==> src/inc/pds_pkg.sv <==
//------------------------------------------------------------------------------
// shared types and constants of the power-down sequencer
//------------------------------------------------------------------------------
package pds_pkg;

    //--------------------------------------------------------------------------
    // regulator set
    //--------------------------------------------------------------------------
    localparam int PDS_NREG         = 7;        // number of sequenced outputs
    localparam int PDS_SLOT_W       = 3;        // width of one slot setting
    localparam int PDS_IDX_BUCK1    = 0;        // buck1_off_slot position
    localparam int PDS_IDX_BUCK2    = 1;        // buck2_off_slot position
    localparam int PDS_IDX_BUCK3    = 2;        // buck3_off_slot position
    localparam int PDS_IDX_LINREG1  = 3;        // linreg1_off_slot position
    localparam int PDS_IDX_LINREG2  = 4;        // linreg2_off_slot position
    localparam int PDS_IDX_LINREG3  = 5;        // linreg3_off_slot position
    localparam int PDS_IDX_MEMREF   = 6;        // memref_off_slot position

    //--------------------------------------------------------------------------
    // timing
    //--------------------------------------------------------------------------
    localparam int PDS_CLK_KHZ      = 20000;    // 20 MHz system clock
    localparam int PDS_UP_FAST_US   = 500;      // power-up slot, speed bit 0
    localparam int PDS_UP_SLOW_US   = 2000;     // power-up slot, speed bit 1
    localparam int PDS_OFF_GAP_US   = 2000;     // power-down slot spacing
    localparam int PDS_RST_UNIT_US  = 2000;     // reset release delay unit
    localparam int PDS_RST_MIN_MS   = 2;        // shortest reset release delay
    localparam int PDS_RST_MAX_MS   = 1024;     // longest reset release delay
    localparam int PDS_UP_FAST_CYC  = PDS_UP_FAST_US * PDS_CLK_KHZ / 1000;
    localparam int PDS_UP_SLOW_CYC  = PDS_UP_SLOW_US * PDS_CLK_KHZ / 1000;
    localparam int PDS_OFF_GAP_CYC  = PDS_OFF_GAP_US * PDS_CLK_KHZ / 1000;
    localparam int PDS_RST_UNIT_CYC = PDS_RST_UNIT_US * PDS_CLK_KHZ / 1000;
    localparam int PDS_TMR_W        = 17;       // holds the longest slot count
    localparam int PDS_RCNT_W       = 10;       // reset delay unit counter

    //--------------------------------------------------------------------------
    // reset values
    //--------------------------------------------------------------------------
    localparam logic [PDS_NREG-1:0] PDS_ENABLE_RST = 7'h00;  // all regulators off
    localparam logic                PDS_CPU_RST_N  = 1'h0;   // processor held

    //--------------------------------------------------------------------------
    // types
    //--------------------------------------------------------------------------
    typedef logic [PDS_SLOT_W-1:0]                pds_slot_type;
    typedef logic [PDS_NREG-1:0][PDS_SLOT_W-1:0]  pds_slots_type;
    typedef logic [PDS_NREG-1:0]                  pds_mask_type;

    // target of a power-down request
    typedef enum logic [1:0] {
        PDS_TO_STANDBY,
        PDS_TO_SLEEP,
        PDS_TO_OFF
    } pds_kind_type;

    // power-down request from the state machine
    typedef struct packed {
        logic         valid;  // one-cycle request
        pds_kind_type kind;   // destination state
        pds_mask_type mask;   // regulators that go off for standby or sleep; PDS_TO_OFF turns off all enabled
    } pds_down_req_type;

    // power-up request from the state machine
    typedef struct packed {
        logic         valid;  // one-cycle request
        pds_mask_type mask;   // regulators on in run
    } pds_up_req_type;

    // processor write of one off slot
    typedef struct packed {
        logic                      valid;  // one-cycle write strobe
        logic [2:0]                index;  // regulator position
        pds_slot_type              value;  // new slot setting
    } pds_slot_wr_type;

    // reset release delay in 2 ms units per select code
    function automatic logic [PDS_RCNT_W-1:0] pds_rst_units(input logic [2:0] sel);
        logic [PDS_RCNT_W-1:0] u;
        case (sel)
            3'h0:    u = 10'h001;
            3'h1:    u = 10'h002;
            3'h2:    u = 10'h004;
            3'h3:    u = 10'h008;
            3'h4:    u = 10'h010;
            3'h5:    u = 10'h020;
            3'h6:    u = 10'h040;
            default: u = 10'h200;
        endcase
        return u;
    endfunction : pds_rst_units

endpackage : pds_pkg

==> src/verilog/pds_slot_timer.sv <==
`timescale 1ns/10ps
`default_nettype none
//------------------------------------------------------------------------------
// slot time base: one tick every period cycles after start
//------------------------------------------------------------------------------
module pds_slot_timer #(
    parameter int TW = 17                   // counter width
) (
    // clock and reset
    input  wire logic          clk,
    input  wire logic          reset,
    // control
    input  wire logic          start,       // restart the period now
    input  wire logic [TW-1:0] period,      // cycles per tick
    // result
    output logic               tick         // one-cycle pulse
);

    logic [TW-1:0] cnt_r;                   // cycles left in this period
    logic          tick_r;                  // registered tick

    //--------------------------------------------------------------------------
    // down counter, reloads itself so long delays see repeated ticks
    //--------------------------------------------------------------------------
    always_ff @(posedge clk or posedge reset)
    begin
        if (reset)
        begin
            cnt_r  <= '0;
            tick_r <= 1'b0;
        end
        else if (start)
        begin
            cnt_r  <= period - TW'(1);
            tick_r <= 1'b0;
        end
        else if (cnt_r == TW'(1))
        begin
            cnt_r  <= period;
            tick_r <= 1'b1;
        end
        else
        begin
            cnt_r  <= (cnt_r != '0) ? cnt_r - TW'(1) : cnt_r;
            tick_r <= 1'b0;
        end
    end

    assign tick = tick_r;

endmodule : pds_slot_timer
`default_nettype wire

==> src/verilog/pds_sequencer.sv <==
`timescale 1ns/10ps
`default_nettype none
module pds_sequencer
    import pds_pkg::*;
#(
    parameter int UP_FAST_CYC  = pds_pkg::PDS_UP_FAST_CYC,   // 0.5 ms slot
    parameter int UP_SLOW_CYC  = pds_pkg::PDS_UP_SLOW_CYC,   // 2.0 ms slot
    parameter int OFF_GAP_CYC  = pds_pkg::PDS_OFF_GAP_CYC,   // 2.0 ms gap
    parameter int RST_UNIT_CYC = pds_pkg::PDS_RST_UNIT_CYC   // 2 ms unit
) (
    // clock and reset
    input  wire logic                      clk,
    input  wire logic                      reset,
    // fused configuration
    input  wire pds_pkg::pds_slots_type    fused_on_slots,
    input  wire logic                      slot_period_select,
    input  wire logic [2:0]                reset_release_delay_sel,
    // processor access to off slots
    input  wire pds_pkg::pds_slot_wr_type  off_slot_wr,
    output pds_pkg::pds_slots_type         off_slots,
    // state machine requests
    input  wire pds_pkg::pds_up_req_type   up_req,
    input  wire pds_pkg::pds_down_req_type down_req,
    input  wire logic                      voltage_ramp_busy,
    // regulator and processor controls
    output pds_pkg::pds_mask_type          reg_enable,
    output logic                           processor_reset_out_n,
    // status
    output logic                           shutdown_done_flag,
    output logic                           startup_done_flag,
    output logic                           seq_busy
);

    //--------------------------------------------------------------------------
    // declarations
    //--------------------------------------------------------------------------
    typedef enum {
        ST_OFF,         // regulators disabled
        ST_UP_STEP,     // switch on next slot
        ST_UP_WAIT,     // power-up slot time
        ST_RST_WAIT,    // processor reset release delay
        ST_RUN,         // system running
        ST_DN_STEP,     // switch off next slot
        ST_DN_WAIT,     // power-down slot gap
        ST_SETTLE,      // wait for voltage ramps, then report except after PDS_TO_OFF
        ST_LOW          // standby or sleep resting
    } pds_state_type;

    localparam logic [PDS_TMR_W-1:0] FAST_P = PDS_TMR_W'(UP_FAST_CYC);
    localparam logic [PDS_TMR_W-1:0] SLOW_P = PDS_TMR_W'(UP_SLOW_CYC);
    localparam logic [PDS_TMR_W-1:0] GAP_P  = PDS_TMR_W'(OFF_GAP_CYC);
    localparam logic [PDS_TMR_W-1:0] UNIT_P = PDS_TMR_W'(RST_UNIT_CYC);

    pds_state_type         state_r, state_nxt;   // sequencer state
    pds_mask_type          rem_r, rem_nxt;       // regulators still to step
    pds_mask_type          en_r, en_nxt;         // regulator enables
    logic                  cpu_r, cpu_nxt;       // processor reset, low held
    pds_kind_type          kind_r, kind_nxt;     // current power-down target
    logic                  from_off_r, from_off_nxt;  // power-up from disabled
    logic                  up_dir_r, up_dir_nxt; // settle belongs to power-up
    logic [PDS_RCNT_W-1:0] rcnt_r, rcnt_nxt;     // reset delay units left
    logic                  dnf_r, dnf_nxt;       // shutdown done pulse
    logic                  upf_r, upf_nxt;       // startup done pulse
    logic                  busy_r, busy_nxt;     // sequencing in progress
    pds_slots_type         slots_r;              // off slot settings
    logic                  load_r;               // fused copy still pending
    logic                  tmr_start;            // restart slot timer
    logic [PDS_TMR_W-1:0]  tmr_period;           // timer period for restart
    logic                  tick;                 // slot timer tick

    //--------------------------------------------------------------------------
    // slot selection helpers
    //--------------------------------------------------------------------------
    // highest (hi set) or lowest slot among the masked regulators
    function automatic pds_slot_type pick_slot(input pds_slots_type s,
                                               input pds_mask_type  m,
                                               input logic          hi);
        pds_slot_type r;
        r = hi ? '0 : '1;
        for (int i = 0; i < PDS_NREG; i++)
        begin
            if (m[i] && (hi ? (s[i] > r) : (s[i] < r)))
                r = s[i];
        end
        return r;
    endfunction : pick_slot

    //--------------------------------------------------------------------------
    // decode
    //--------------------------------------------------------------------------
    wire pds_slot_type dn_cur   = pick_slot(slots_r, rem_r, 1'b1);
    wire pds_slot_type up_cur   = pick_slot(fused_on_slots, rem_r, 1'b0);
    wire               all_zero = (slots_r == '0);
    wire               sys_on   = (state_r == ST_RUN) || (state_r == ST_LOW);
    wire pds_mask_type dn_mask  = (down_req.kind == PDS_TO_OFF) ? en_r
                                                                : (down_req.mask & en_r);
    wire pds_mask_type up_left;
    wire pds_mask_type dn_left;
    pds_mask_type      dn_hit;                                       // slot members off
    pds_mask_type      up_hit;                                       // slot members on

    // regulators in the current slot switch together
    generate
        for (genvar g = 0; g < PDS_NREG; g++)
        begin : g_hit
            assign dn_hit[g] = rem_r[g] && (slots_r[g] == dn_cur);
            assign up_hit[g] = rem_r[g] && (fused_on_slots[g] == up_cur);
        end
    endgenerate

    assign up_left = rem_r & ~up_hit;
    assign dn_left = rem_r & ~dn_hit;

    //--------------------------------------------------------------------------
    // slot timer
    //--------------------------------------------------------------------------
    pds_slot_timer #(
        .TW     (PDS_TMR_W)
    ) u_timer (
        .clk    (clk),
        .reset  (reset),
        .start  (tmr_start),
        .period (tmr_period),
        .tick   (tick)
    );

    //--------------------------------------------------------------------------
    // sequencer next state
    //--------------------------------------------------------------------------
    always_comb
    begin
        state_nxt    = state_r;
        rem_nxt      = rem_r;
        en_nxt       = en_r;
        cpu_nxt      = cpu_r;
        kind_nxt     = kind_r;
        from_off_nxt = from_off_r;
        up_dir_nxt   = up_dir_r;
        rcnt_nxt     = rcnt_r;
        dnf_nxt      = 1'b0;
        upf_nxt      = 1'b0;
        tmr_start    = 1'b0;
        tmr_period   = GAP_P;
        case (state_r)
            // disabled: power-up request starts the fused order
            ST_OFF:
            begin
                if (up_req.valid)
                begin
                    rem_nxt      = up_req.mask;
                    from_off_nxt = 1'b1;
                    up_dir_nxt   = 1'b1;
                    cpu_nxt      = 1'b0;
                    state_nxt    = ST_UP_STEP;
                end
            end
            // standby or sleep: bring back regulators that are off
            ST_LOW:
            begin
                if (up_req.valid)
                begin
                    rem_nxt      = up_req.mask & ~en_r;
                    from_off_nxt = 1'b0;
                    up_dir_nxt   = 1'b1;
                    state_nxt    = ST_UP_STEP;
                end
            end
            // switch on the lowest remaining slot; when none is left, start
            // the reset release delay (from disabled) or go settle
            ST_UP_STEP:
            begin
                en_nxt     = en_r | up_hit;
                rem_nxt    = up_left;
                tmr_start  = (rem_r == '0) ? from_off_r : (up_left != '0);
                tmr_period = (rem_r == '0) ? UNIT_P
                           : (slot_period_select ? SLOW_P : FAST_P);
                rcnt_nxt   = pds_rst_units(reset_release_delay_sel);
                if (rem_r != '0)
                    state_nxt = (up_left == '0) ? ST_UP_STEP : ST_UP_WAIT;
                else
                    state_nxt = from_off_r ? ST_RST_WAIT : ST_SETTLE;
            end
            ST_UP_WAIT:
            begin
                if (tick)
                    state_nxt = ST_UP_STEP;
            end
            // count reset delay units, then release the processor
            ST_RST_WAIT:
            begin
                if (tick)
                begin
                    if (rcnt_r == PDS_RCNT_W'(1))
                    begin
                        cpu_nxt   = 1'b1;
                        state_nxt = ST_RUN;
                    end
                    else
                        rcnt_nxt = rcnt_r - PDS_RCNT_W'(1);
                end
            end
            // run: a power-down request picks its path
            ST_RUN:
            begin
                if (down_req.valid)
                begin
                    kind_nxt   = down_req.kind;
                    rem_nxt    = dn_mask;
                    up_dir_nxt = 1'b0;
                    if (down_req.kind == PDS_TO_OFF)
                        cpu_nxt = 1'b0;
                    if (all_zero)
                    begin
                        en_nxt    = en_r & ~dn_mask;
                        rem_nxt   = '0;
                        state_nxt = ST_SETTLE;
                    end
                    else if (dn_mask == '0)
                        state_nxt = ST_SETTLE;
                    else
                        state_nxt = ST_DN_STEP;
                end
            end
            // switch off the highest remaining slot; slot zero holds all that
            // is left once the top slot reaches zero, so it goes last
            ST_DN_STEP:
            begin
                en_nxt     = en_r & ~dn_hit;
                rem_nxt    = dn_left;
                tmr_start  = (dn_left != '0);
                tmr_period = GAP_P;
                state_nxt  = (dn_left != '0) ? ST_DN_WAIT : ST_SETTLE;
            end
            ST_DN_WAIT:
            begin
                if (tick)
                    state_nxt = ST_DN_STEP;
            end
            // pending voltage ramps still take their time
            ST_SETTLE:
            begin
                if (!voltage_ramp_busy)
                begin
                    upf_nxt   = up_dir_r;
                    dnf_nxt   = !up_dir_r && (kind_r != PDS_TO_OFF);
                    state_nxt = up_dir_r ? ST_RUN
                              : ((kind_r == PDS_TO_OFF) ? ST_OFF : ST_LOW);
                end
            end
            default:
            begin
                state_nxt = ST_OFF;
            end
        endcase
        busy_nxt = !((state_nxt == ST_OFF) || (state_nxt == ST_RUN)
                     || (state_nxt == ST_LOW));
    end

    //--------------------------------------------------------------------------
    // sequencer registers
    //--------------------------------------------------------------------------
    always_ff @(posedge clk or posedge reset)
    begin
        if (reset)
        begin
            state_r    <= ST_OFF;
            rem_r      <= '0;
            en_r       <= PDS_ENABLE_RST;
            cpu_r      <= PDS_CPU_RST_N;
            kind_r     <= PDS_TO_STANDBY;
            from_off_r <= 1'b0;
            up_dir_r   <= 1'b0;
            rcnt_r     <= '0;
            dnf_r      <= 1'b0;
            upf_r      <= 1'b0;
            busy_r     <= 1'b0;
        end
        else
        begin
            state_r    <= state_nxt;
            rem_r      <= rem_nxt;
            en_r       <= en_nxt;
            cpu_r      <= cpu_nxt;
            kind_r     <= kind_nxt;
            from_off_r <= from_off_nxt;
            up_dir_r   <= up_dir_nxt;
            rcnt_r     <= rcnt_nxt;
            dnf_r      <= dnf_nxt;
            upf_r      <= upf_nxt;
            busy_r     <= busy_nxt;
        end
    end

    //--------------------------------------------------------------------------
    // off slot settings: fused copy after reset, then processor writes
    //--------------------------------------------------------------------------
    always_ff @(posedge clk or posedge reset)
    begin
        if (reset)
        begin
            slots_r <= '0;
            load_r  <= 1'b1;
        end
        else if (load_r)
        begin
            slots_r <= fused_on_slots;
            load_r  <= 1'b0;
        end
        else if (off_slot_wr.valid && sys_on
                 && (off_slot_wr.index < 3'(PDS_NREG)))
            slots_r[off_slot_wr.index] <= off_slot_wr.value;
    end

    //--------------------------------------------------------------------------
    // outputs
    //--------------------------------------------------------------------------
    assign off_slots             = slots_r;
    assign reg_enable            = en_r;
    assign processor_reset_out_n = cpu_r;
    assign shutdown_done_flag    = dnf_r;
    assign startup_done_flag     = upf_r;
    assign seq_busy              = busy_r;

endmodule : pds_sequencer
`default_nettype wire

==> config.mk <==
export PLATFORM = sky130hd
export DESIGN_NAME = pds_sequencer
export DESIGN_NICKNAME = d
export VERILOG_FILES = /design/src/inc/pds_pkg.sv /design/src/verilog/pds_slot_timer.sv /design/src/verilog/pds_sequencer.sv
export SDC_FILE = /design/constraint.sdc
export NUM_CORES = 1
export LEC_CHECK = 0
export BUFFER_PORTS_ARGS = -buffer_cell sky130_fd_sc_hd__buf_2
export CAP_MARGIN = 20
export CORE_MARGIN = 2
export CORE_UTILIZATION = 30
export DETAILED_ROUTE_END_ITERATION = 12
export REMOVE_ABC_BUFFERS = 1
export SLEW_MARGIN = 10
export SYNTH_ARGS = -nofsm -noshare
export SYNTH_HDL_FRONTEND = slang
export SYNTH_SLANG_ARGS = --single-unit
==> constraint.sdc <==
create_clock -name clk -period 13.1 [get_ports clk]
set_input_delay 2.62 -clock clk [delete_from_list [all_inputs] [get_ports clk]]
set_output_delay 2.62 -clock clk [all_outputs]
set_load 0.05 [all_outputs]
# After elaboration in Yosys (flattened, before gate mapping)

Cells that the tools add are included.

Equal/unequal tests: 46
$add $sub $neg: 3
Bitwise operators: 11
Magnitude comparators: 17
Reduce and logical (&&, ||, !) cells: 64
Multiplexer cells: 72

Operator list:

| operator                                                          | number |
|---|---|
| 32-bit one-hot mux with 8 select lines                            | 1 |
| 32-bit 2-to-1 mux                                                 | 7 |
| 32-bit by 3-bit == test with 1-bit output (second input constant) | 4 |
| 32-bit by 4-bit == test with 1-bit output (second input constant) | 3 |
| 10-bit one-hot mux with 7 select lines                            | 1 |
| 32-bit by 2-bit == test with 1-bit output (second input constant) | 2 |
| 32-bit by 5-bit == test with 1-bit output (second input constant) | 2 |
| 32-bit zero test                                                  | 2 |
| 17-bit 2-to-1 mux                                                 | 3 |
| 3-bit 2-to-1 mux                                                  | 17 |
| 7-bit 2-to-1 mux                                                  | 7 |
| 16-bit 2-to-1 mux                                                 | 3 |
| 7-bit AND                                                         | 6 |
| 3-bit == test                                                     | 14 |
| 21-bit 2-to-1 mux                                                 | 2 |
| 7-bit one-hot mux with 5 select lines                             | 1 |
| 32-bit by 1-bit == test with 1-bit output (second input constant) | 1 |
| 1-bit logical AND                                                 | 32 |
| 7-bit NOT                                                         | 4 |
| 21-bit bitwise mux                                                | 1 |
| 21-bit zero test                                                  | 1 |
| 7-bit zero test                                                   | 3 |
| 7-bit one-hot mux with 3 select lines                             | 1 |
| 7-bit nonzero test                                                | 3 |
| other kinds (38)                                                  | 92 |

Output and inout bits: 32
Bits in registers: 104
Bits of input ports: 53
Logic and storage cells: 234

# Longest topological paths before layout

Gate-level depths: netlist (run 1).

Depth in word-level cells: 33
Gate-level depth with buffers: 53
Mapped depth without buffers: 49

# Hierarchy

Synthesis (run 1) repeated with hierarchy kept, for this count alone.

Cells, all modules: 985
Area total of the unflattened synthesis: 8231.6 µm²

Modules (own cells, without submodules):

| module         | instances | cells each | area each (µm²) |
|---|---|---|---|
| pds_sequencer  | 1         | 808        | 6727.7 |
| pds_slot_timer | 1         | 177        | 1503.9 |

# Worst setup path before layout (run 1)

Ideal clock, no wire load.

Path type: input port to flip-flop
Start point: in fused_on_slots[2] in the netlist's numbering
End point: reg u_timer.cnt_r[7]
Arrival time: 12.775 ns
Buffers on the path: 2
Required time: 12.973 ns
Setup time: 0.127 ns
Stages: 49
Slack: 0.197 ns
Cell sequence: nor2b_1 > ha_1 > and2_1 > nor3_1 > mux2_2 > ha_1 > nor3b_1 > nand2_1 > o31ai_1 > nand2_1 > o21a_1 > ha_1 > and2_1 > or3_1 > o21ai_0 > nand2_1 > nand2_1 > nand2_1 > (+13 left out) > a21oi_1 > nor2b_1 > a31oi_1 > ha_1 > a211o_1 > o31ai_1 > a31oi_1 > o221ai_1 > or2_2 > o211ai_1 > o21ai_0 > o2111ai_1 > nor4b_1 > nand2_1 > nand2_1 > and2_1 > buf_6 > mux2_1

Cells in the longest elaborated chain, start to end: 29
Elaborated cells on any way between the ends: 42
Those cells by class: 7 x order compare; 7 x eq/ne; 10 x mux; 2 x bitwise; 16 x reduce/logical

Ends and longest elaborated chain:

| element                                                                  | line                 | text |
|---|---|---|
| start: declaration                                                       | pds_sequencer.sv:15  | `input wire pds_pkg::pds_slots_type fused_on_slots,` |
| 3-bit < comparator                                                       | pds_sequencer.sv:82  | `if (m[i] && (hi ? (s[i] > r) : (s[i] < r)))` |
| 1-bit logical AND                                                        | pds_sequencer.sv:82  |  |
| 3-bit 2-to-1 mux                                                         | pds_sequencer.sv:82  |  |
| 3-bit < comparator                                                       | pds_sequencer.sv:82  |  |
| 1-bit logical AND                                                        | pds_sequencer.sv:82  |  |
| 3-bit 2-to-1 mux                                                         | pds_sequencer.sv:82  |  |
| 3-bit < comparator                                                       | pds_sequencer.sv:82  |  |
| 1-bit logical AND                                                        | pds_sequencer.sv:82  |  |
| (+13 left out)                                                           | -                    |  |
| 3-bit == test                                                            | pds_sequencer.sv:107 | `assign up_hit[g] = rem_r[g] && (fused_on_slots[g] == up_cur);` |
| 1-bit logical AND                                                        | pds_sequencer.sv:107 |  |
| 7-bit NOT (*)                                                            | pds_sequencer.sv:111 | `assign up_left = rem_r & ~up_hit;` |
| 7-bit AND (*)                                                            | pds_sequencer.sv:111 |  |
| 7-bit nonzero test (*)                                                   | pds_sequencer.sv:174 | `tmr_start = (rem_r == '0) ? from_off_r : (up_left != '0);` |
| 1-bit 2-to-1 mux (*)                                                     | pds_sequencer.sv:174 |  |
| 1-bit one-hot mux with 2 select lines (*)                                | pds_sequencer.sv:144 | `case (state_r)` |
| 3-bit nonzero test (no source line) or 17-bit 2-to-1 mux (tied branches) | -                    |  |
| end signal: assignment                                                   | pds_slot_timer.sv:34 | `cnt_r <= period - TW'(1);` |
| end signal: assignment                                                   | pds_slot_timer.sv:39 | `cnt_r <= period;` |
| end signal: assignment                                                   | pds_slot_timer.sv:44 | `cnt_r <= (cnt_r != '0) ? cnt_r - TW'(1) : cnt_r;` |
| end: declaration                                                         | pds_slot_timer.sv:19 | `logic [TW-1:0] cnt_r;` |

Mark *: on every way between the ends. The rest lies on a longest branch, timed or not.
A chain may end at the register's enable or synchronous reset.

# Worst setup path in the final report (run 1)

Ends and elaborated chain as after synthesis.

==> flow_summary.ini, run 1 <==
[place]
cell_area_after_placement_um2 = 8560
placement.io_buffers = 84
gp_routability_congestion = 0.887
dp_hpwl_um = 18900
dp_cells = 1332

[timing]
final_setup_violation_count = 0
worstMarginPinSlew_ns = 0.911
final.period_utilization_pct = 94.0
timing.fmax_mhz = 81.2
final_hold_viol_count = 0
final.min_clock_period_ns = 12.32
setup_repair_after_global_routing_missed_its_margin = false
slew-limit-headroom_pct = 38.7
totalNegativeSetupSlack_ns = 0
skew_ns = 0.0149
final_max_slew_viol_count = 0

[cts]
clk_path_buf_depth = 2
clk_transition_reported_paths_ns = 0.08
cts_root_buf = clkbuf_16
cts_num_sinks = 104
ctsHtreeMaxLevel = 3
cts-hold-fix-buffers = 0
cts_buffers = 9
tritoncts_clock_tree = yes
worstSkewPairLatency_ns = 0.36

[floorplan]
floorplan.die_area_um2 = 26700
die_wd_um = 163
die_h_um = 163
initial_core_util_pct = 30.4
floorplan.core_area_um2 = 25000
fp-row-count = 58
ios = 85

[critical_path]
critical_path_class = primary input to register
cpLargestDelayFamily = compound AO/OA/AOI/OAI gates
critical_path_data_required_time_ns = 13.34
crit_fanout = 8
crit_buf_inv = 4
endpoint_kind = register
critical_path.startpoint_type = primary input
max_stage_delay_ns = 0.40
crit_slowest_cell = mux2_2
crit_arrival_ns = 12.56
crit_path_frequent_cell = nand2_1

[layout]
postLayoutCellArea_um2 = 8950
insertedDiodeCount = 0
layout-area-overhead-vs-synth_pct = 17.5
layout-drive-gt1-share_pct = 17.0
fillCellCount = 2604
regArea_um2 = 2600
stdcell_count = 1351
most-common-layout-cells = dfrtp_1 (103), o21ai_0 (97), buf_2 (84), nand2_1 (74), nor2_1 (72)
fin_nets = 1100
area_occupied_by_multi_input_gates_um2 = 4920
layout.cells.most_common = dfrtp_1

[routing]
ant_nets = 0
detailedRoute.firstPassIterationCount = 6
detailroute.via_count = 7525
initialDrtViolationCount = 576
post_drt_via_cell_ratio = 5.57
avgRoutedWirePerCell_um = 18.2
wirelength_um = 24700
remaining_drc_errors = 0

[outcome]
outcome = finished clean

[synthesis]
yosysWarningCount = 0
synth_flop_cell = dfrtp_1
ys_ff_latch = 104
ys_top_cells_by_area = dfrtp_1 (34%), o21ai_0 (6.5%), ha_1 (5.1%)
synthArstFlopShare_pct = 100
seq_area_frac_synth_pct = 34.2
synthesis.area_um2 = 7610
synthesis.area_per_instance_um2 = 8.44
synth_edf_count = 0
yosysTopAreaCellShare_pct = 33.8
post_synth_num_cell_types = 78
postSynthCellCount = 902
yosys.area.top_type = dfrtp_1

[global_route]
first_pass_grt_wire_length_um = 38300
overall_track_demand_over_capacity_in_global_routing_pct = 18.3
number_of_global_route_vias_before_repair = 6974
grt_max_degree = 59
grt_antenna_before_repair = 1
overflow = 0

[power]
p_leak_nw = 3.89
irDropWorstVdd_v = 0.0000487
power.density_cell_area_nw_per_um2 = 81.7
fin_total_pwr_w = 0.000732

[min_path]
hold_path.class = register to register

[job]
drv_cap = 0
[cells in the mapped netlist, types with 20 or more instances]
cell type and n:
clkbuf_1 24, ha_1 31, nor4_1 20, nand2_1 75
xor2_1 20, a31oi_1 23, o21ai_0 99, xnor2_1 28
nor2_1 72, inv_1 36, nor3_1 42, dfrtp_1 103
a21oi_1 38, a22oi_1 26
[repair_timing]
action,4_1_cts,5_1_grt
gates resized for setup,0,20
buffers inserted,0,3
setup endpoints to repair,0,21
[kinds of logic after synthesis]
kind of cell / share of synthesized area [%]
xor gates and xnor gates: 5.52
DFF: 34.2
and+or+nand+nor: 20.9
other: 0.0492
adders and majority gates: 5.09
muxes: 3.29
buffers and inverters: 3.70
AOI/OAI and AO/OA: 27.3
[final cells by class]
| cell class | count | share of cell area [%] |
|---|---|---|
| Multi-Input combinational cell | 758 | 55.0 |
| Sequential cell | 104 | 29.1 |
| Timing Repair Buffer | 106 | 6.54 |
| Tap cell | 330 | 4.61 |
| Clock buffer | 10 | 2.56 |
| Inverter | 37 | 1.58 |
| Clock inverter | 6 | 0.657 |
[worst paths after layout]
path	start	cells after the start	slack [ns]	endpoint
max	fused_on_slots[2]	49	0.78	u_timer.cnt_r[7]
min	up_dir_r	1	0.50	shutdown_done_flag
max reg2reg	rem_r[0]	47	1.80	u_timer.cnt_r[7]
min reg2reg	up_dir_r	1	0.50	shutdown_done_flag
max in group asynchronous	reset	3	9.60	off_slots[14]
min in group asynchronous	reset	2	2.31	shutdown_done_flag
[routing by layer]
metal / GRT usage [%] / routed length, µm / vias up
met4: 7.88 / 827 / 2
met1: 24.4 / 10900 / 3646
met5: 0 / 13 / -
li1: - / - / 3586
met3: 2.51 / 1290 / 48
met2: 29.6 / 11600 / 243
[where the power goes]
| group | leakage (nW) | internal (W) | switching (W) | total [W] |
|---|---|---|---|---|
| registers | 1.26 | 0.000333 | 0.0000236 | 0.000356 |
| logic | 2.49 | 0.0000340 | 0.0000750 | 0.000109 |
| clock network | 0.137 | 0.000134 | 0.000133 | 0.000266 |
| total | 3.89 | 0.000500 | 0.000231 | 0.000732 |
[per-stage QoR]
stage          hold slack (ns)  utilization, %  setup slack (ns)
4_1_cts                  0.509            35.3             0.100
2_1_floorplan            0.450               -            0.0192
3_3_place_gp             0.486            34.1             0.117
6_report                 0.505            35.7             0.780
3_5_place_dp             0.497            34.2            -0.249
5_1_grt                  0.531            35.7            0.0207
[registers in the layout, indices dropped and copies added (netlist names)]
signal and flops:
rem_r 7, load_r 1, reg_enable 7, startup_done_flag 1, u_timer.tick 1, kind_r 2, u_timer.cnt_r 17, rcnt_r 10
off_slots 21, up_dir_r 1, processor_reset_out_n 1, seq_busy 1, shutdown_done_flag 1, from_off_r 1, state_r 32
(Power assumes the default switching activity.)
==> run 2: changes to the inputs <==
--- a/config.mk
+++ b/config.mk
@@ -7,6 +7,7 @@
 export LEC_CHECK = 0
 export BUFFER_PORTS_ARGS = -buffer_cell sky130_fd_sc_hd__buf_2
 export CAP_MARGIN = 20
+export CORE_ASPECT_RATIO = 0.8
 export CORE_MARGIN = 2
 export CORE_UTILIZATION = 30
 export DETAILED_ROUTE_END_ITERATION = 12
==> flow_summary.ini, run 2 (synthesized netlist as in run 1, its figures left out) <==
[outcome]
outcome = finished clean

[global_route]
overflow = 0
overall_track_demand_over_capacity_in_global_routing_pct = 17.6
first_pass_grt_wire_length_um = 37300
number_of_global_route_vias_before_repair = 6631
grt_antenna_before_repair = 0
grt_max_degree = 83

[floorplan]
ios = 85
floorplan.core_area_um2 = 25100
initial_core_util_pct = 30.3
fp-row-count = 52
die_h_um = 147
floorplan.die_area_um2 = 26700
die_wd_um = 182

[layout]
fillCellCount = 2619
fin_nets = 1098
layout-drive-gt1-share_pct = 16.5
layout.cells.most_common = dfrtp_1
postLayoutCellArea_um2 = 8930
largest-register = state_r
largest_register_ffs = 32
most-common-layout-cells = dfrtp_1 (103), o21ai_0 (95), buf_2 (84), nand2_1 (74), nor2_1 (72)
insertedDiodeCount = 0
layout-area-overhead-vs-synth_pct = 17.3
area_occupied_by_multi_input_gates_um2 = 4910
regArea_um2 = 2600

[critical_path]
crit_arrival_ns = 12.64
endpoint_kind = register
critical_path.startpoint_type = primary input
critical_path_data_required_time_ns = 13.39
max_stage_delay_ns = 0.39
critical_path_class = primary input to register
crit_slowest_cell = mux2_2
crit_fanout = 8

[routing]
post_drt_via_cell_ratio = 5.57
remaining_drc_errors = 0
detailedRoute.firstPassIterationCount = 5
initialDrtViolationCount = 648
wirelength_um = 23800
avgRoutedWirePerCell_um = 17.7
ant_nets = 0
detailroute.via_count = 7479

[timing]
worstMarginPinSlew_ns = 0.958
skew_ns = 0.00974
final_setup_violation_count = 0
slew-limit-headroom_pct = 36.0
final.period_utilization_pct = 94.3
final.min_clock_period_ns = 12.35
timing.fmax_mhz = 81.0
final_max_slew_viol_count = 0
final_hold_viol_count = 0

[power]
p_leak_nw = 3.89
irDropWorstVdd_v = 0.0000563
power.density_cell_area_nw_per_um2 = 82.3
fin_total_pwr_w = 0.000735

[cts]
cts_root_buf = clkbuf_16
cts_buffers = 9
cts_num_sinks = 104
ctsHtreeMaxLevel = 3
worstSkewPairLatency_ns = 0.36
clk_transition_reported_paths_ns = 0.07
clk_path_buf_depth = 2
tritoncts_clock_tree = yes

[place]
gp_routability_congestion = 0.973
cell_area_after_placement_um2 = 8530
placement.io_buffers = 84
dp_hpwl_um = 18400

[min_path]
hold_path.class = register to register

[job]
drv_cap = 0
run 2: through the flow:
stage               TNS [ns]  worst slack, ns  hold WS [ns]  utilization, %  cells
global placement           0            0.243         0.479            34.0   1324
detailed placement    -0.464          -0.0852         0.481            34.0   1324
floorplan                  0           0.0192         0.450               -    899
CTS                        0            0.255         0.492            35.1   1340
global route          -0.280          -0.0593         0.510            35.6   1343
finish                     0            0.749         0.493            35.6   1343
run 2: layout make-up:
type | count | area share [%]
multi-input cells | 758 | 54.9
clock buffers | 10 | 2.68
inverters | 37 | 1.58
repair buffers | 104 | 6.53
clock inverters | 6 | 0.588
flip-flops and latches | 104 | 29.1
well taps | 324 | 4.54
run 2: routing by layer:
metal  up-vias  wire length, µm  GRT usage, %
li1       3571                -             -
met1      3587            11600          25.9
met2       282            10400          26.9
met3        39             1370          2.82
met4         0              444          4.31
met5         -                0             0
run 2: what timing repair did:
item                       CTS  global route
setup endpoints to repair    0            23
hold buffers                 0             0
buffers inserted             0             1
resized for setup            0            18
run 2: path summary, 6_finish.rpt:
check | start | to | slack, ns | cells past startpoint
worst max register to register | rem_r[0] | u_timer.cnt_r[6] | 1.73 | 48
worst max-delay path | fused_on_slots[2] | u_timer.cnt_r[6] | 0.75 | 52
min in group asynchronous | reset | off_slots[5] | 2.20 | 2
worst min-delay path | up_dir_r | shutdown_done_flag | 0.49 | 1
worst min register to register | up_dir_r | shutdown_done_flag | 0.49 | 1
max in group asynchronous | reset | state_r[26] | 9.79 | 4
run 2: power by group:
part / leakage (nW) / switching (W) / internal [W]
registers: 1.26 / 0.0000227 / 0.000333
clock network: 0.137 / 0.000133 / 0.000137
logic: 2.49 / 0.0000753 / 0.0000344
total: 3.89 / 0.000231 / 0.000504
run 2: worst max-delay path, delay by kind of cell:
family / cells / cell delay, ns
muxes: 3 / 0.87
and+or+nand+nor: 21 / 3.34
buffers and inverters: 6 / 0.93
AOI/OAI and AO/OA: 16 / 3.44
adders and majority gates: 6 / 1.39
==> run 3: changes to the inputs <==
--- a/config.mk
+++ b/config.mk
@@ -5,6 +5,7 @@
 export SDC_FILE = /design/constraint.sdc
 export NUM_CORES = 1
 export LEC_CHECK = 0
+export ABC_AREA = 1
 export BUFFER_PORTS_ARGS = -buffer_cell sky130_fd_sc_hd__buf_2
 export CAP_MARGIN = 20
 export CORE_ASPECT_RATIO = 0.8
==> flow_summary.ini, run 3 <==
[power]
power.density_cell_area_nw_per_um2 = 120
design_internal_power_w = 0.000624
p_leak_nw = 4.51
pwr-share-clk_pct = 26.9
total_switching_power_w = 0.000445
seqPwrFrac_pct = 34.5
irDropWorstVdd_v = 0.0000549
combPwrFrac_pct = 38.5
fin_total_pwr_w = 0.00107
sw_frac_of_total_pct = 41.7

[synthesis]
yosys.cell_count.top_type = nand2_1
yosysTopAreaCellShare_pct = 33.7
seq_area_frac_synth_pct = 34.0
synthesis.area_per_instance_um2 = 7.00
synthArstFlopShare_pct = 100
ys_top_cells_by_area = dfrtp_1 (34%), nand2_1 (13%), inv_1 (7.8%)
yosys.area.top_type = dfrtp_1
synthesis.area_um2 = 7660
ys_ff_latch = 104
synth_commonest_cells = nand2_1 (267), inv_1 (159), nand3_1 (112)
post_synth_num_cell_types = 49
synth_edf_count = 0
yosysWarningCount = 0
postSynthCellCount = 1093
synth_flop_cell = dfrtp_1

[layout]
layout-area-overhead-vs-synth_pct = 16.1
largest_register_ffs = 32
fillCellCount = 2646
layout-drive-gt1-share_pct = 12.9
largest-register = state_r
most-common-layout-cells = nand2_1 (267), inv_1 (158), nand3_1 (112), dfrtp_1 (103), nor2_1 (99)
insertedDiodeCount = 0
regArea_um2 = 2600
layout.cells.most_common = nand2_1
fin_nets = 1293
stdcell_count = 1538
area_occupied_by_multi_input_gates_um2 = 4500

[critical_path]
critical_path_data_required_time_ns = 13.32
crit_fanout = 15
critical_path_class = primary input to register
max_stage_delay_ns = 0.39
crit_arrival_ns = 10.46
crit_buf_inv = 4
cpLargestDelayFamily = compound AO/OA/AOI/OAI gates
critical_path.startpoint_type = primary input
crit_slowest_cell = a211oi_1
crit_path_frequent_cell = nand2_1
endpoint_kind = register

[cts]
clk_transition_reported_paths_ns = 0.08
worstSkewPairLatency_ns = 0.36
cts_root_buf = clkbuf_16
clk_path_buf_depth = 2
cts_resized = 0
cts-hold-fix-buffers = 0
ctsHtreeMaxLevel = 3
cts_buffers = 9
cts_num_sinks = 104
post-cts-setup-buffers = 0
tritoncts_clock_tree = yes

[floorplan]
floorplan.core_area_um2 = 25200
initial_core_util_pct = 30.4
floorplan.die_area_um2 = 26800
die_wd_um = 183
fp-row-count = 52
ios = 85
die_h_um = 147

[global_route]
grt_antenna_before_repair = 1
overflow = 0
grt_max_degree = 71
overall_track_demand_over_capacity_in_global_routing_pct = 18.6
first_pass_grt_wire_length_um = 39300
number_of_global_route_vias_before_repair = 7123

[routing]
remaining_drc_errors = 0
wirelength_um = 24900
detailroute.via_count = 7894
ant_nets = 0
post_drt_via_cell_ratio = 5.13
avgRoutedWirePerCell_um = 16.2
initialDrtViolationCount = 630
detailedRoute.firstPassIterationCount = 5

[timing]
setup_repair_after_global_routing_missed_its_margin = false
skew_ns = 0.0129
final.min_clock_period_ns = 10.23
worstMarginPinSlew_ns = 1.15
totalNegativeSetupSlack_ns = 0
slew-limit-headroom_pct = 22.9
final_hold_viol_count = 0
fin_hold_ws_ns = 0.499
timing.fmax_mhz = 97.7
final_max_slew_viol_count = 0
final.period_utilization_pct = 78.1
final_setup_violation_count = 0
fin_ws_ns = 2.87

[place]
post-place-ws_ns = 2.57
dp_cells = 1522
gp_routability_congestion = 0.929
placement.io_buffers = 84
dp_hpwl_um = 19700

[min_path]
hold_path.class = register to register

[outcome]
outcome = finished clean

[job]
drv_cap = 0
[run 3: cell count changes after synthesis, sizes merged, moves of 15 or more]
cell    change
nor2b      -16
a31o       -16
a22oi      -25
nand2     +216
nand2b     -17
a31oi      -20
inv       +124
mux2i      -16
o21ai      -20
xnor2      -21
nand3     +107
nor2       +30
clkbuf     -15
nor3       -17
[run 3: final cells by class]
| class | count | area share (%) |
|---|---|---|
| sequential | 104 | 29.3 |
| timing repair buffer | 88 | 5.07 |
| multi-input combinational | 844 | 50.6 |
| tap | 324 | 4.56 |
| clock inverter | 7 | 1.03 |
| inverter | 162 | 6.87 |
| clock buffer | 9 | 2.53 |
[run 3: per-layer routing]
| metal | wire length [µm] | vias to the layer above | track usage [%] |
|---|---|---|---|
| li1 | - | 3884 | - |
| met5 | 13 | - | 0 |
| met4 | 318 | 2 | 3.91 |
| met2 | 10100 | 335 | 26.2 |
| met1 | 12200 | 3643 | 28.8 |
| met3 | 2250 | 30 | 4.02 |
[run 3: worst register-to-register path, delay by kind of cell, from the launching register on]
| family | cells | cell delay (ns) |
|---|---|---|
| flops | 1 | 0.57 |
| simple gates | 33 | 4.38 |
| buf+inv | 2 | 0.31 |
| compound gates | 10 | 1.89 |
| fa+ha+maj | 6 | 1.83 |
[run 3: path summary, 6_finish.rpt]
check | start | to | slack, ns | cells after the start
worst max register to register | rem_r[0] | u_timer.cnt_r[15] | 4.02 | 51
max in group asynchronous | reset | rem_r[3] | 9.56 | 3
worst max-delay path | fused_on_slots[1] | u_timer.cnt_r[15] | 2.87 | 42
worst min-delay path | kind_r[1] | kind_r[1] | 0.50 | 2
worst min register to register | kind_r[1] | kind_r[1] | 0.50 | 2
min in group asynchronous | reset | reg_enable[0] | 2.29 | 2
[run 3: power groups by stage]
stage / Sequential [W] / Clock (W) / Combinational, W
finish: 0.000369 / 0.000288 / 0.000412
global route: 0.000372 / 0.000307 / 0.000464
CTS: 0.000368 / 0.000295 / 0.000406
detailed placement: 0.000375 / 0 / 0.000404
global placement: 0.000375 / 0 / 0.000400
floorplan: 0.000388 / 0 / 0.000283
[run 3: cell families (layout without fill, tap and decap cells)]
logic type	after synthesis	in the layout	synth area share, %
AOI/OAI and AO/OA	182	182	14.9
xor gates and xnor gates	19	19	2.17
adders and majority gates	31	31	5.07
buffers and inverters	173	266	8.60
DFF	104	104	34.0
muxes	2	2	0.294
other	1	29	0.0490
and+or+nand+nor	581	581	34.9
[run 3: per-stage QoR]
step           cell area, µm²  util [%]
2_1_floorplan            7710         -
3_3_place_gp             8570      34.0
3_5_place_dp             8570      34.0
4_1_cts                  8890      35.3
5_1_grt                  8890      35.3
6_report                 8890      35.3
